**config.mk**
```make
export PLATFORM = sky130hd
export DESIGN_NAME = sync_device_flat
export DESIGN_NICKNAME = d
export VERILOG_FILES = /design/src/include/sync_pkg.sv /design/src/include/sync_port_if.sv /design/src/hdl/sync_device.sv /design/src/flat_wrapper.sv
export SDC_FILE = /design/constraint.sdc
export NUM_CORES = 1
export LEC_CHECK = 0
export ABC_AREA = 1
export BUFFER_PORTS_ARGS = -buffer_cell sky130_fd_sc_hd__buf_2
export CORE_MARGIN = 2
export CORE_UTILIZATION = 40
export DETAILED_ROUTE_END_ITERATION = 8
export GPL_TIMING_DRIVEN = 0
export PLACE_DENSITY_LB_ADDON = 0.15
export SLEW_MARGIN = 20
export SYNTH_ARGS = -nofsm -noshare
export SYNTH_HDL_FRONTEND = slang
export SYNTH_SLANG_ARGS = --single-unit
```
**constraint.sdc**
```tcl
create_clock -name pclk -period 1.95 [get_ports pclk]
set_input_delay 0 -clock pclk [delete_from_list [all_inputs] [get_ports pclk]]
set_output_delay 0 -clock pclk [all_outputs]
set_load 0.02 [all_outputs]
```
**src/include/sync_pkg.sv**
```systemverilog
package sync_pkg;
  // channel count, fixed by the 4-bit channel fields of the external registers
  localparam int unsigned NUM_CH = 4;
  // device port address layout: [9:8] channel, [7:0] register offset
  localparam int unsigned ADDR_W   = 10;
  localparam int unsigned CH_LSB   = 8;
  localparam int unsigned DATA_W   = 16;
  // external register offsets (bit 7 low)
  localparam logic [7:0] EXT_SLEEP = 8'h03;
  localparam logic [7:0] EXT_PIN   = 8'h04;
  localparam logic [7:0] EXT_SOFT  = 8'h05;
  // channel register offsets (bit 7 high)
  localparam logic [7:0] CH_SOFT   = 8'h81;
  localparam logic [7:0] CH_PIN    = 8'h82;
  localparam logic [7:0] CH_START  = 8'h83;
  localparam logic [7:0] CH_FREQ   = 8'h84;
  localparam logic [7:0] CH_FLO    = 8'h85;
  localparam logic [7:0] CH_FHI    = 8'h86;
  localparam logic [7:0] CH_SEL    = 8'h88;
  // field positions
  localparam int unsigned START_BIT = 4;  // start request / start on pin
  localparam int unsigned HOP_BIT   = 5;  // hop request / hop on pin
  localparam int unsigned FIRST_BIT = 6;  // first trigger only
  localparam int unsigned SEL_LSB   = 7;  // pin select field [8:7]
  // latencies in clocks, trigger source to effect (plus hold-off count)
  localparam int unsigned SOFT_START_LAT = 6;
  localparam int unsigned PIN_START_LAT  = 3;
  localparam int unsigned SOFT_HOP_LAT   = 7;
  localparam int unsigned PIN_HOP_LAT    = 5;
  // history taps that realise those latencies
  localparam int unsigned SOFT_START_TAP = SOFT_START_LAT - 1;
  localparam int unsigned SOFT_HOP_TAP   = SOFT_HOP_LAT - 1;
  localparam int unsigned PIN_START_TAP  = PIN_START_LAT - 3;
  localparam int unsigned PIN_HOP_TAP    = PIN_HOP_LAT - 3;
  localparam int unsigned HIST_DEPTH     = SOFT_HOP_TAP + 1;
  // host apb register offsets
  localparam logic [7:0] H_ADDR   = 8'h00;
  localparam logic [7:0] H_WDATA  = 8'h04;
  localparam logic [7:0] H_CTRL   = 8'h08;
  localparam logic [7:0] H_STATUS = 8'h0c;
  localparam logic [7:0] H_RDATA  = 8'h10;
  localparam logic [7:0] H_SYNC   = 8'h14;
  localparam int unsigned CTRL_WR_BIT = 0;
  localparam int unsigned CTRL_RD_BIT = 1;
endpackage : sync_pkg

```
**src/include/sync_port_if.sv**
```systemverilog
`timescale 1ns/1ps
`default_nettype none
// microprocessor port plus the four sync pins
interface sync_port_if;
  logic [9:0]  port_addr;               // channel and offset
  logic [15:0] port_wdata;              // write data
  logic        port_wr;                 // one-cycle write strobe
  logic        port_rd;                 // one-cycle read strobe
  logic [15:0] port_rdata;              // read data, valid with acknowledge
  logic        port_write_acknowledge;  // one-cycle acknowledge
  logic [3:0]  sync_pin;                // sync pins a..d

  modport dev (input port_addr, port_wdata, port_wr, port_rd, sync_pin,
               output port_rdata, port_write_acknowledge);
  modport host (output port_addr, port_wdata, port_wr, port_rd, sync_pin,
                input port_rdata, port_write_acknowledge);
endinterface : sync_port_if
`default_nettype wire

```
**src/hdl/sync_device.sv**
```systemverilog
// Notes on behaviour
// - start delayed by 16-bit hold-off count
// - reset puts all four channels asleep
// - host sleeps channels, loads count first
// - external soft write starts selected counters
// - start count of one wakes channel
// - per-channel soft register mirrors start/hop bits
// - soft start: count plus six after acknowledge
// - four sync pins, any per channel
// - host enables start-on-pin and pin enables
// - select field 00..11 picks pin a..d
// - selected pin rising edge triggers start counter
// - pin retriggers unless first-only set
// - per-channel pin register mirrors bits 6..4
// - pin start: count plus three after pin
// - waking from sleep issues start and hop
// - hop delayed by nonzero hop count
// - new frequency shadowed, loaded at one
// - soft hop bit starts hop counters
// - soft hop: count plus seven after acknowledge
// - host enables hop-on-pin, pins, selects
// - pin sample rising edge starts hop countdown
// - pin hop: count plus five after pin
// - zero start count keeps channel asleep
`timescale 1ns/1ps
`default_nettype none
module sync_device
  import sync_pkg::*;
#(
  parameter int unsigned CNT_W = 16  // hold-off counter width
) (
  input  wire logic                  pclk,
  input  wire logic                  presetn,
  sync_port_if.dev                   port,
  output var  logic [NUM_CH-1:0]     channel_awake,
  output var  logic [NUM_CH-1:0]     nco_load,
  output var  logic [NUM_CH-1:0][31:0] nco_freq
);
  // refuse counter widths the registers cannot hold
  if (CNT_W < 2 || CNT_W > DATA_W) begin : g_bad_width
    $error("sync_device: CNT_W must be 2..16");
  end

  logic [1:0]       ch;                         // addressed channel
  logic [7:0]       off;                        // addressed offset
  logic [7:0]       pin_ext;                    // external pin register
  logic [7:0]       soft_ext;                   // external soft register
  logic [1:0]       soft_mir [NUM_CH];          // [0] start, [1] hop
  logic [2:0]       pin_mir  [NUM_CH];          // [0] start, [1] hop, [2] first
  logic [1:0]       pin_sel  [NUM_CH];          // chosen sync pin
  logic [CNT_W-1:0] start_reg [NUM_CH];         // start hold-off
  logic [CNT_W-1:0] freq_reg  [NUM_CH];         // hop hold-off
  logic [15:0]      flo [NUM_CH];               // shadow frequency low
  logic [15:0]      fhi [NUM_CH];               // shadow frequency high
  logic [CNT_W-1:0] start_cnt [NUM_CH];         // start counters
  logic [CNT_W-1:0] freq_cnt  [NUM_CH];         // hop counters
  logic [NUM_CH-1:0] seen;                      // first pin trigger taken
  logic [3:0]       pin_q;                      // sampled pins
  logic [3:0]       pin_q2;                     // previous sample
  logic [3:0]       pin_rise;                   // new high level on a pin
  logic [NUM_CH-1:0] soft_start, soft_hop;      // soft requests this cycle
  logic [NUM_CH-1:0] pin_start, pin_hop;        // pin requests this cycle
  logic [NUM_CH-1:0] pin_hit;                   // pin trigger accepted
  logic [HIST_DEPTH-1:0][NUM_CH-1:0] ss_hist, sh_hist, ps_hist, ph_hist;
  logic [15:0]      rd_val;                     // read mux

  assign ch       = port.port_addr[CH_LSB +: 2];
  assign off      = port.port_addr[7:0];
  assign pin_rise = pin_q & ~pin_q2;

  // write strobe decode helper
  function automatic logic wr_to(input logic [7:0] o);
    return port.port_wr && (off == o);
  endfunction : wr_to

  // software and pin request decode
  always_comb begin
    soft_start = '0;
    soft_hop   = '0;
    pin_start  = '0;
    pin_hop    = '0;
    pin_hit    = '0;
    for (int c = 0; c < NUM_CH; c++) begin
      // external soft write: channel bits pick targets
      if (wr_to(EXT_SOFT) && port.port_wdata[c]) begin
        soft_start[c] = port.port_wdata[START_BIT];
        soft_hop[c]   = port.port_wdata[HOP_BIT];
      end
      // channel's own soft register
      if (wr_to(CH_SOFT) && ch == 2'(c)) begin
        soft_start[c] = soft_start[c] | port.port_wdata[START_BIT];
        soft_hop[c]   = soft_hop[c] | port.port_wdata[HOP_BIT];
      end
      // clearing a sleep bit acts as a soft start and hop
      if (wr_to(EXT_SLEEP) && !channel_awake[c] && !port.port_wdata[c]) begin
        soft_start[c] = 1'b1;
        soft_hop[c]   = 1'b1;
      end
      // selected, enabled pin rising; first-only blocks repeats
      pin_hit[c] = pin_rise[pin_sel[c]] && pin_ext[pin_sel[c]]
                   && !(pin_mir[c][2] && seen[c]);
      pin_start[c] = pin_hit[c] && pin_mir[c][0];
      pin_hop[c]   = pin_hit[c] && pin_mir[c][1];
    end
  end

  // pin sampling and request history
  always_ff @(posedge pclk or negedge presetn) begin
    if (!presetn) begin
      pin_q   <= '0;
      pin_q2  <= '0;
      ss_hist <= '0;
      sh_hist <= '0;
      ps_hist <= '0;
      ph_hist <= '0;
    end else begin
      pin_q   <= port.sync_pin;
      pin_q2  <= pin_q;
      // shift requests so each path meets its fixed latency
      ss_hist <= {ss_hist[HIST_DEPTH-2:0], soft_start};
      sh_hist <= {sh_hist[HIST_DEPTH-2:0], soft_hop};
      ps_hist <= {ps_hist[HIST_DEPTH-2:0], pin_start};
      ph_hist <= {ph_hist[HIST_DEPTH-2:0], pin_hop};
    end
  end

  // control and channel registers
  always_ff @(posedge pclk or negedge presetn) begin
    if (!presetn) begin
      pin_ext  <= '0;
      soft_ext <= '0;
      seen     <= '0;
      for (int c = 0; c < NUM_CH; c++) begin
        soft_mir[c]  <= '0;
        pin_mir[c]   <= '0;
        pin_sel[c]   <= '0;
        start_reg[c] <= '0;
        freq_reg[c]  <= '0;
        flo[c]       <= '0;
        fhi[c]       <= '0;
      end
    end else begin
      // external writes fan out to every channel mirror
      if (wr_to(EXT_PIN)) begin
        pin_ext <= port.port_wdata[7:0];
        for (int c = 0; c < NUM_CH; c++)
          pin_mir[c] <= port.port_wdata[FIRST_BIT:START_BIT];
      end
      if (wr_to(EXT_SOFT)) begin
        soft_ext <= port.port_wdata[7:0];
        for (int c = 0; c < NUM_CH; c++)
          soft_mir[c] <= port.port_wdata[HOP_BIT:START_BIT];
      end
      for (int c = 0; c < NUM_CH; c++) begin
        // first-only latch, released when the bit is cleared
        if (!pin_mir[c][2]) seen[c] <= 1'b0;
        else if (pin_start[c] || pin_hop[c]) seen[c] <= 1'b1;
        if (port.port_wr && ch == 2'(c)) begin
          unique case (off)
            CH_SOFT:  soft_mir[c]  <= port.port_wdata[HOP_BIT:START_BIT];
            CH_PIN:   pin_mir[c]   <= port.port_wdata[FIRST_BIT:START_BIT];
            CH_START: start_reg[c] <= port.port_wdata[CNT_W-1:0];
            CH_FREQ:  freq_reg[c]  <= port.port_wdata[CNT_W-1:0];
            CH_FLO:   flo[c]       <= port.port_wdata;
            CH_FHI:   fhi[c]       <= port.port_wdata;
            CH_SEL:   pin_sel[c]   <= port.port_wdata[SEL_LSB +: 2];
            default:  ;
          endcase
        end
      end
    end
  end

  // hold-off counters, sleep state and nco load
  always_ff @(posedge pclk or negedge presetn) begin
    if (!presetn) begin
      channel_awake <= '0;
      nco_load      <= '0;
      for (int c = 0; c < NUM_CH; c++) begin
        start_cnt[c] <= '0;
        freq_cnt[c]  <= '0;
        nco_freq[c]  <= '0;
      end
    end else begin
      for (int c = 0; c < NUM_CH; c++) begin
        // start counter: reload on trigger, a zero preload stays idle
        if (ss_hist[SOFT_START_TAP][c] || ps_hist[PIN_START_TAP][c])
          start_cnt[c] <= start_reg[c];
        else if (start_cnt[c] != '0)
          start_cnt[c] <= start_cnt[c] - 1'b1;
        // hop counter likewise
        if (sh_hist[SOFT_HOP_TAP][c] || ph_hist[PIN_HOP_TAP][c])
          freq_cnt[c] <= freq_reg[c];
        else if (freq_cnt[c] != '0)
          freq_cnt[c] <= freq_cnt[c] - 1'b1;
        // software sleep; the wake at count one wins the same cycle
        if (wr_to(EXT_SLEEP) && port.port_wdata[c]) channel_awake[c] <= 1'b0;
        if (start_cnt[c] == CNT_W'(1)) channel_awake[c] <= 1'b1;
        // shadow to working register at hop count one
        nco_load[c] <= (freq_cnt[c] == CNT_W'(1));
        if (freq_cnt[c] == CNT_W'(1)) nco_freq[c] <= {fhi[c], flo[c]};
      end
    end
  end

  // read mux; unmapped offsets read zero
  always_comb begin
    unique case (off)
      EXT_SLEEP: rd_val = {12'h000, ~channel_awake};
      EXT_PIN:   rd_val = {8'h00, pin_ext};
      EXT_SOFT:  rd_val = {8'h00, soft_ext};
      CH_SOFT:   rd_val = {10'h000, soft_mir[ch], 4'h0};
      CH_PIN:    rd_val = {9'h000, pin_mir[ch], 4'h0};
      CH_START:  rd_val = 16'(start_reg[ch]);
      CH_FREQ:   rd_val = 16'(freq_reg[ch]);
      CH_FLO:    rd_val = flo[ch];
      CH_FHI:    rd_val = fhi[ch];
      CH_SEL:    rd_val = {7'h00, pin_sel[ch], 7'h00};
      default:   rd_val = 16'h0000;
    endcase
  end

  // acknowledge one cycle after any strobe, read data with it
  always_ff @(posedge pclk or negedge presetn) begin
    if (!presetn) begin
      port.port_write_acknowledge <= 1'b0;
      port.port_rdata             <= '0;
    end else begin
      port.port_write_acknowledge <= port.port_wr | port.port_rd;
      if (port.port_rd) port.port_rdata <= rd_val;
    end
  end
endmodule : sync_device
`default_nettype wire

```
**src/flat_wrapper.sv**
```systemverilog
// flat-port wrapper written by rule: the top's interface ports become plain ports
module sync_device_flat import sync_pkg::*;
#(
  parameter int unsigned CNT_W = 16                           
)
  (pclk, presetn, channel_awake, nco_load, nco_freq, port_port_addr, port_port_wdata, port_port_wr, port_port_rd, port_sync_pin, port_port_rdata, port_port_write_acknowledge);
  sync_port_if port_i ();
  input  wire logic pclk;
  input  wire logic presetn;
  output var  logic [NUM_CH-1:0] channel_awake;
  output var  logic [NUM_CH-1:0] nco_load;
  output var  logic [NUM_CH-1:0][31:0] nco_freq;
  input wire logic [$bits(port_i.port_addr)-1:0] port_port_addr;
  input wire logic [$bits(port_i.port_wdata)-1:0] port_port_wdata;
  input wire logic [$bits(port_i.port_wr)-1:0] port_port_wr;
  input wire logic [$bits(port_i.port_rd)-1:0] port_port_rd;
  input wire logic [$bits(port_i.sync_pin)-1:0] port_sync_pin;
  output wire logic [$bits(port_i.port_rdata)-1:0] port_port_rdata;
  output wire logic [$bits(port_i.port_write_acknowledge)-1:0] port_port_write_acknowledge;
  assign port_i.port_addr = port_port_addr;
  assign port_i.port_wdata = port_port_wdata;
  assign port_i.port_wr = port_port_wr;
  assign port_i.port_rd = port_port_rd;
  assign port_i.sync_pin = port_sync_pin;
  assign port_port_rdata = port_i.port_rdata;
  assign port_port_write_acknowledge = port_i.port_write_acknowledge;
  sync_device #(.CNT_W(CNT_W)) u_core (.pclk(pclk), .presetn(presetn), .port(port_i), .channel_awake(channel_awake), .nco_load(nco_load), .nco_freq(nco_freq));
endmodule
```
==> run summary, run 1 <==
Worst IR Drop VDD: 0.595 mV
Post-Syn Area: 0.0299 mm2
Clk_lat worst skew: 660 ps
Wirelength per Cell: 22.9 um
FILL cells: 7378
Fin. Hold Viols: 3
Vias in the first global route: 25600
Clk sinks: 661
CTS Root Cell: clkbuf_16
Fin Hold WS: -52.7 ps
Max reg flops: 128
Setup crit end kind: flop
Finished Cell Area: 0.0357 mm2
Max-Cap Viols: 0
WS Path Type: reg2reg
I/O pins: 187
Syn_area_per_cell: 8.03 um2
Top cells by area, synth: dfrtp_1 (55%), nand2_1 (19%), o21ai_0 (5.7%)
Gpl congestion: 0.999
Initial Util: 40.3%
Post-route ant nets: 0
Drt pass-1 iters: 7
Post-synth EDFFs: 0
Die H: 277 um
Worst-margin pin slew: 1220 ps
#FFs+latches synth: 661
Ys async rst share: 100%
Synth Warn #: 0
Register area share after synthesis: 55.3%
Worst Path Max Fanout: 2
Vias: 26645
Die Wd: 277 um
DR iter-0 viols: 2885
GRT Overall Usage: 30.0%
Largest net degree at the start of global routing: 97
Layout cells sized above 1: 12.6%
Internal Power: 26.8 mW
Startpoint types: flop
Worst Skew: 28.6 ps
Synth area leader: dfrtp_1
Setup ws final: -112 ps
Switch share: 30.3%
Ys flop type: dfrtp_1
Failing checks: hold timing, setup timing
Initial antenna violation count: 11
CTS Buf Count: 76
CTS tree: built
Via density: 5.24
Syn nets: 3771
Core ar.: 0.0742 mm2
Clock transition at path regs: 60 ps
Comb power frac: 16.9%
Input/output buffers: 185
Number of H-tree levels: 3
Hold Path Class: in2reg
Unique masters post-synth: 44
Area grow syn2layout: 19.4%
P per Cell Area: 1080 mW/mm2
Dpl hpwl: 84800 um
Critical Path AT: 2650 ps
Max Fclk: 0.485 GHz
Area of placed instances: 0.0323 mm2
Num rows: 100
Synth Instances: 3721
Final Net Count: 4100
Outcome: finished with violations
P_sw: 11.7 mW
Period utilization: 106%
Pre-CTS setup slack: -448 ps
Finish-stage setup viols: 2
Drt drc: 0
Sequential cell fraction of total power: 42.9%
Reg with most FFs: u_core.nco_freq
Lkg Pwr: 18.5 nW
Die Area: 0.0769 mm2
Clock power share: 40.1%
Global route total overflow: 0
First-pass GRT wire length: 170000 um
Required time of the critical path: 2530 ps
Final min period: 2060 ps
Final Routed Wirelength: 116000 um
Worst relative slew slack: 18.5%
Yosys top cell area share: 55.3%
Clock Path Buffers: 3
Max Transition Viols Final: 0
==> metrics by stage <==
step                total power [mW]  hold slack, ps   TNS, ps  util, %  cells
floorplan                       21.0            -296         0        -   3721
global placement                22.8             109  -8995680     43.2   4875
detailed placement              23.0           -56.1    -22340     43.5   4883
CTS                             38.4            5.90         0     47.9   5074
global route                    40.3            21.4     -40.1     48.1   5077
finish                          38.5           -52.7      -119     48.1   5082
==> metal layers <==
| metal | track usage, % | routed length [um] |
|---|---|---|
| met1 | 42.8 | 51000 |
| met4 | 12.0 | 4710 |
| met2 | 44.1 | 49700 |
| met3 | 7.04 | 10800 |
| met5 | 0 | 0 |
==> path summary, 6_finish.rpt <==
check                           slack [ps]  depth (start not counted)          startpoint                    endpoint
worst max-delay path                  -110                          6      u_core.flo[13]  u_core.port.port_rdata[13]
worst max register to register        -110                          6      u_core.flo[13]  u_core.port.port_rdata[13]
min in group asynchronous               10                          3             presetn         u_core.freq_cnt[36]
worst min-delay path                   -50                          5   port_port_addr[6]          u_core.soft_ext[1]
max in group asynchronous              840                          5             presetn              u_core.fhi[26]
worst min register to register         340                          0  u_core.sh_hist[20]          u_core.sh_hist[24]
==> synth_stat cells, types with 8 or more instances <==
cell,n
nor2_1,311
nor2_2,10
nand3_1,90
ha_1,16
dfrtp_1,661
a21oi_1,68
inv_2,9
buf_2,82
nand2_1,1535
clkbuf_1,60
o22ai_1,13
o21ai_0,340
nand3b_1,8
buf_1,9
xor2_1,57
a22oi_1,11
nand4_1,20
or2_2,8
xnor2_1,18
o211ai_1,10
nand2_2,20
o21ai_1,86
nor3_1,15
inv_1,226
==> power by group through the flow <==
stage | registers (mW) | clock network [mW] | logic (mW)
after detailed placement | 16.7 | 0 | 6.28
after floorplan | 16.4 | 0 | 4.59
after global routing | 16.7 | 16.1 | 7.50
final | 16.5 | 15.4 | 6.51
after global placement | 16.7 | 0 | 6.12
after CTS | 16.5 | 15.6 | 6.40
==> critical path, stage by stage (launching register included) <==
cell and delay (ps):
dfrtp_1 340, inv_1 80, o21ai_0 910, o21ai_0 320, nand3_1 170, nor2_1 80
nor2_1 80
==> cell type report <==
class                           count  area [um2]  share of cell area (%)
Buffer                            158         769                    2.16
Inverter                          238         896                    2.51
Multi-Input combinational cell   2664       11800                    33.2
Tap cell                          969        1210                    3.40
Timing Repair Buffer              251        1750                    4.92
Clock inverter                     37         556                    1.56
Sequential cell                   661       16500                    46.4
Antenna cell                        5        12.5                  0.0351
Clock buffer                       99        2110                    5.91
==> logic make-up (layout without fill, tap and decap cells) <==
logic type | Yosys count | count (layout) | synth area share (%)
simple gates | 2030 | 2030 | 26.9
flops | 661 | 661 | 55.3
compound gates | 543 | 543 | 9.48
buf+inv | 396 | 783 | 5.43
xor+xnor | 75 | 75 | 2.20
fa+ha+maj | 16 | 16 | 0.670
other cells | 0 | 5 | 0
==> layout by cell type (no fill, tap or decap), types with 11 or more instances in the layout <==
master         count
nand2_1         1531
dfrtp_1          661
o21ai_0          339
nor2_1           295
buf_2            261
inv_1            226
nand3_1           90
o21ai_1           87
clkbuf_16         77
a21oi_1           66
xor2_1            57
clkbuf_1          53
dlygate4sd3_1     48
nand2_2           23
nor2_2            23
nand4_1           20
xnor2_1           18
clkbuf_2          16
buf_4             15
ha_1              15
nor3_1            13
o22ai_1           13
clkinv_2          12
a22oi_1           11
bufinv_16         11
==> repair_timing <==
item / in CTS / in global routing
hold endpoints to repair: 520 / 1
buffers inserted: 5 / 3
endpoints found under the setup margin: 131 / 203
hold buffers: 50 / 1
gates cloned: 0 / 0
pin swaps: 3 / 3
resized for setup: 12 / 48
No activity file was read; power rests on OpenSTA's default activity.
==> run 2: changes to the inputs <==
--- a/config.mk
+++ b/config.mk
@@ -12,6 +12,7 @@
 export DETAILED_ROUTE_END_ITERATION = 8
 export GPL_TIMING_DRIVEN = 0
 export PLACE_DENSITY_LB_ADDON = 0.15
+export RECOVER_POWER = 25
 export SLEW_MARGIN = 20
 export SYNTH_ARGS = -nofsm -noshare
 export SYNTH_HDL_FRONTEND = slang
==> run summary, run 2 (synthesis results as in run 1) <==
DP Cell Count: 4883 (unchanged)
Required time of the critical path: 2530 ps (about the same)
DR iter-0 viols: 2901 (was 2885)
First-pass GRT wire length: 170000 um (unchanged)
Comb power frac: 16.9% (about the same)
Worst-margin pin slew: 1230 ps (was 1220 ps)
Number of H-tree levels: 3 (unchanged)
Clock Path Buffers: 3 (unchanged)
Wirelength per Cell: 22.9 um (about the same)
Critical Path AT: 2590 ps (was 2650 ps)
Startpoint types: flop (unchanged)
Lkg Pwr: 18.5 nW (about the same)
Gpl congestion: 0.999 (unchanged)
Failing checks: hold timing, setup timing (unchanged)
Core ar.: 0.0742 mm2 (unchanged)
Switch share: 30.3% (about the same)
Tot Pwr: 38.5 mW (about the same)
Drt drc: 0 (unchanged)
Setup ws final: -52.4 ps (was -112 ps)
Most frequent cells in the layout: nand2_1 (1531), dfrtp_1 (661), o21ai_0 (339) (unchanged)
Die Wd: 277 um (unchanged)
Clock transition at path regs: 60 ps (about the same)
Top delay family on crit path: compound AO/OA/AOI/OAI gates (unchanged)
Clk_lat worst skew: 660 ps (about the same)
Drt pass-1 iters: 6 (was 7)
Internal Power: 26.8 mW (about the same)
Layout cells sized above 1: 12.6% (about the same)
Post-route ant nets: 0 (unchanged)
Worst relative slew slack: 17.8% (was 18.5%)
Num rows: 100 (unchanged)
Dpl hpwl: 84800 um (unchanged)
Most common cell after layout, fill and taps aside: nand2_1 (unchanged)
Finished Cell Area: 0.0356 mm2 (was 0.0357 mm2)
Final Routed Wirelength: 116000 um (about the same)
Final Util: 48.0% (was 48.1%)
Worst path slowest cell: o21ai_0 (unchanged)
Vias in the first global route: 25600 (unchanged)
Max-Cap Viols: 0 (unchanged)
CTS Buf Count: 76 (unchanged)
Worst Skew: 27.6 ps (was 28.6 ps)
CTS tree: built (unchanged)
Initial antenna violation count: 11 (unchanged)
Worst IR Drop VDD: 0.594 mV (was 0.595 mV)
Hold Path Class: in2reg (unchanged)
Setup crit end kind: flop (unchanged)
P per Cell Area: 1080 mW/mm2 (about the same)
Max reg flops: 128 (unchanged)
Input/output buffers: 185 (unchanged)
Final Non-Filler Cells: 5082 (unchanged)
Fin Hold WS: -51.3 ps (was -52.7 ps)
Finish-stage setup viols: 1 (was 2)
Reg with most FFs: u_core.nco_freq (unchanged)
Vias: 26592 (was 26645)
Max Fclk: 0.499 GHz (was 0.485 GHz)
Outcome: finished with violations (unchanged)
CTS Root Cell: clkbuf_16 (unchanged)
Largest net degree at the start of global routing: 97 (unchanged)
Max Transition Viols Final: 0 (unchanged)
I/O pins: 187 (unchanged)
Max incr delay on CP: 870 ps (was 910 ps)
Global route total overflow: 0 (unchanged)
CP cell instances: inv_1 -> o21ai_0 -> o21ai_0 -> nand3_1 -> nor2_1 -> nor2_1 (unchanged)
Period utilization: 103% (was 106%)
Area of placed instances: 0.0323 mm2 (unchanged)
Final Net Count: 4100 (unchanged)
Die Area: 0.0769 mm2 (unchanged)
Buf/Inv on CP: 1 (unchanged)
Final min period: 2000 ps (was 2060 ps)
Initial Util: 40.3% (unchanged)
Die H: 277 um (unchanged)
Worst Path Max Fanout: 2 (unchanged)
P_sw: 11.7 mW (about the same)
Sequential cell fraction of total power: 43.0% (was 42.9%)
Post-Route Setup TNS: -52.4 ps (was -119 ps)
WS Path Type: reg2reg (unchanged)
Area grow syn2layout: 19.3% (was 19.4%)
Fin. Hold Viols: 3 (unchanged)
Pre-CTS setup slack: -448 ps (unchanged)
Clk sinks: 661 (unchanged)
Clock power share: 40.2% (was 40.1%)
Via density: 5.23 (was 5.24)
GRT Overall Usage: 30.0% (unchanged)
==> run 2: per-layer routing <==
layer | vias up | routed length [um] | track usage, %
met5 | - | 0 | 0
met4 | 0 | 4700 | 12.0
met3 | 189 | 10500 | 7.04
met2 | 1136 | 49600 | 44.1
met1 | 12878 | 51300 | 42.8
li1 | 12389 | - | -
==> run 2: worst reg2reg max path, stage by stage, from the launching register on <==
cell and delay [ps]:
dfrtp_1 340, inv_1 80, o21ai_0 870, o21ai_0 310, nand3_1 160, nor2_1 80
nor2_1 90
==> run 2: cell type report <==
class | instances | area (um2)
clock buffer | 99 | 2110
buffer | 158 | 769
sequential | 661 | 16500
multi-input combinational | 2664 | 11800
tap | 969 | 1210
fill | 7382 | 38600
inverter | 238 | 896
timing repair buffer | 251 | 1720
clock inverter | 37 | 556
antenna | 5 | 12.5
==> run 2: path summary, 6_finish.rpt <==
path	startpoint	to	slack [ps]	cells after the start
min reg2reg	u_core.sh_hist[20]	u_core.sh_hist[24]	340	0
max	u_core.flo[13]	u_core.port.port_rdata[13]	-50	6
max in group asynchronous	presetn	u_core.start_cnt[30]	330	3
max reg2reg	u_core.flo[13]	u_core.port.port_rdata[13]	-50	6
min	port_port_addr[6]	u_core.soft_ext[1]	-50	5
min in group asynchronous	presetn	u_core.freq_cnt[48]	460	3
==> run 2: timing repair <==
action,4_1_cts,5_1_grt
hold buffers,50,1
endpoints found under the setup margin,131,203
resized for setup,12,48
endpoints found under the hold margin,520,1
pin swaps,3,3
buffers inserted,5,3
==> run 2: power by group through the flow <==
stage	combinational [mW]	clock [mW]	sequential (mW)
after floorplan	4.59	0	16.4
after global placement	6.12	0	16.7
after detailed placement	6.28	0	16.7
after CTS	6.40	15.6	16.5
after global routing	7.48	16.1	16.7
final	6.50	15.4	16.5
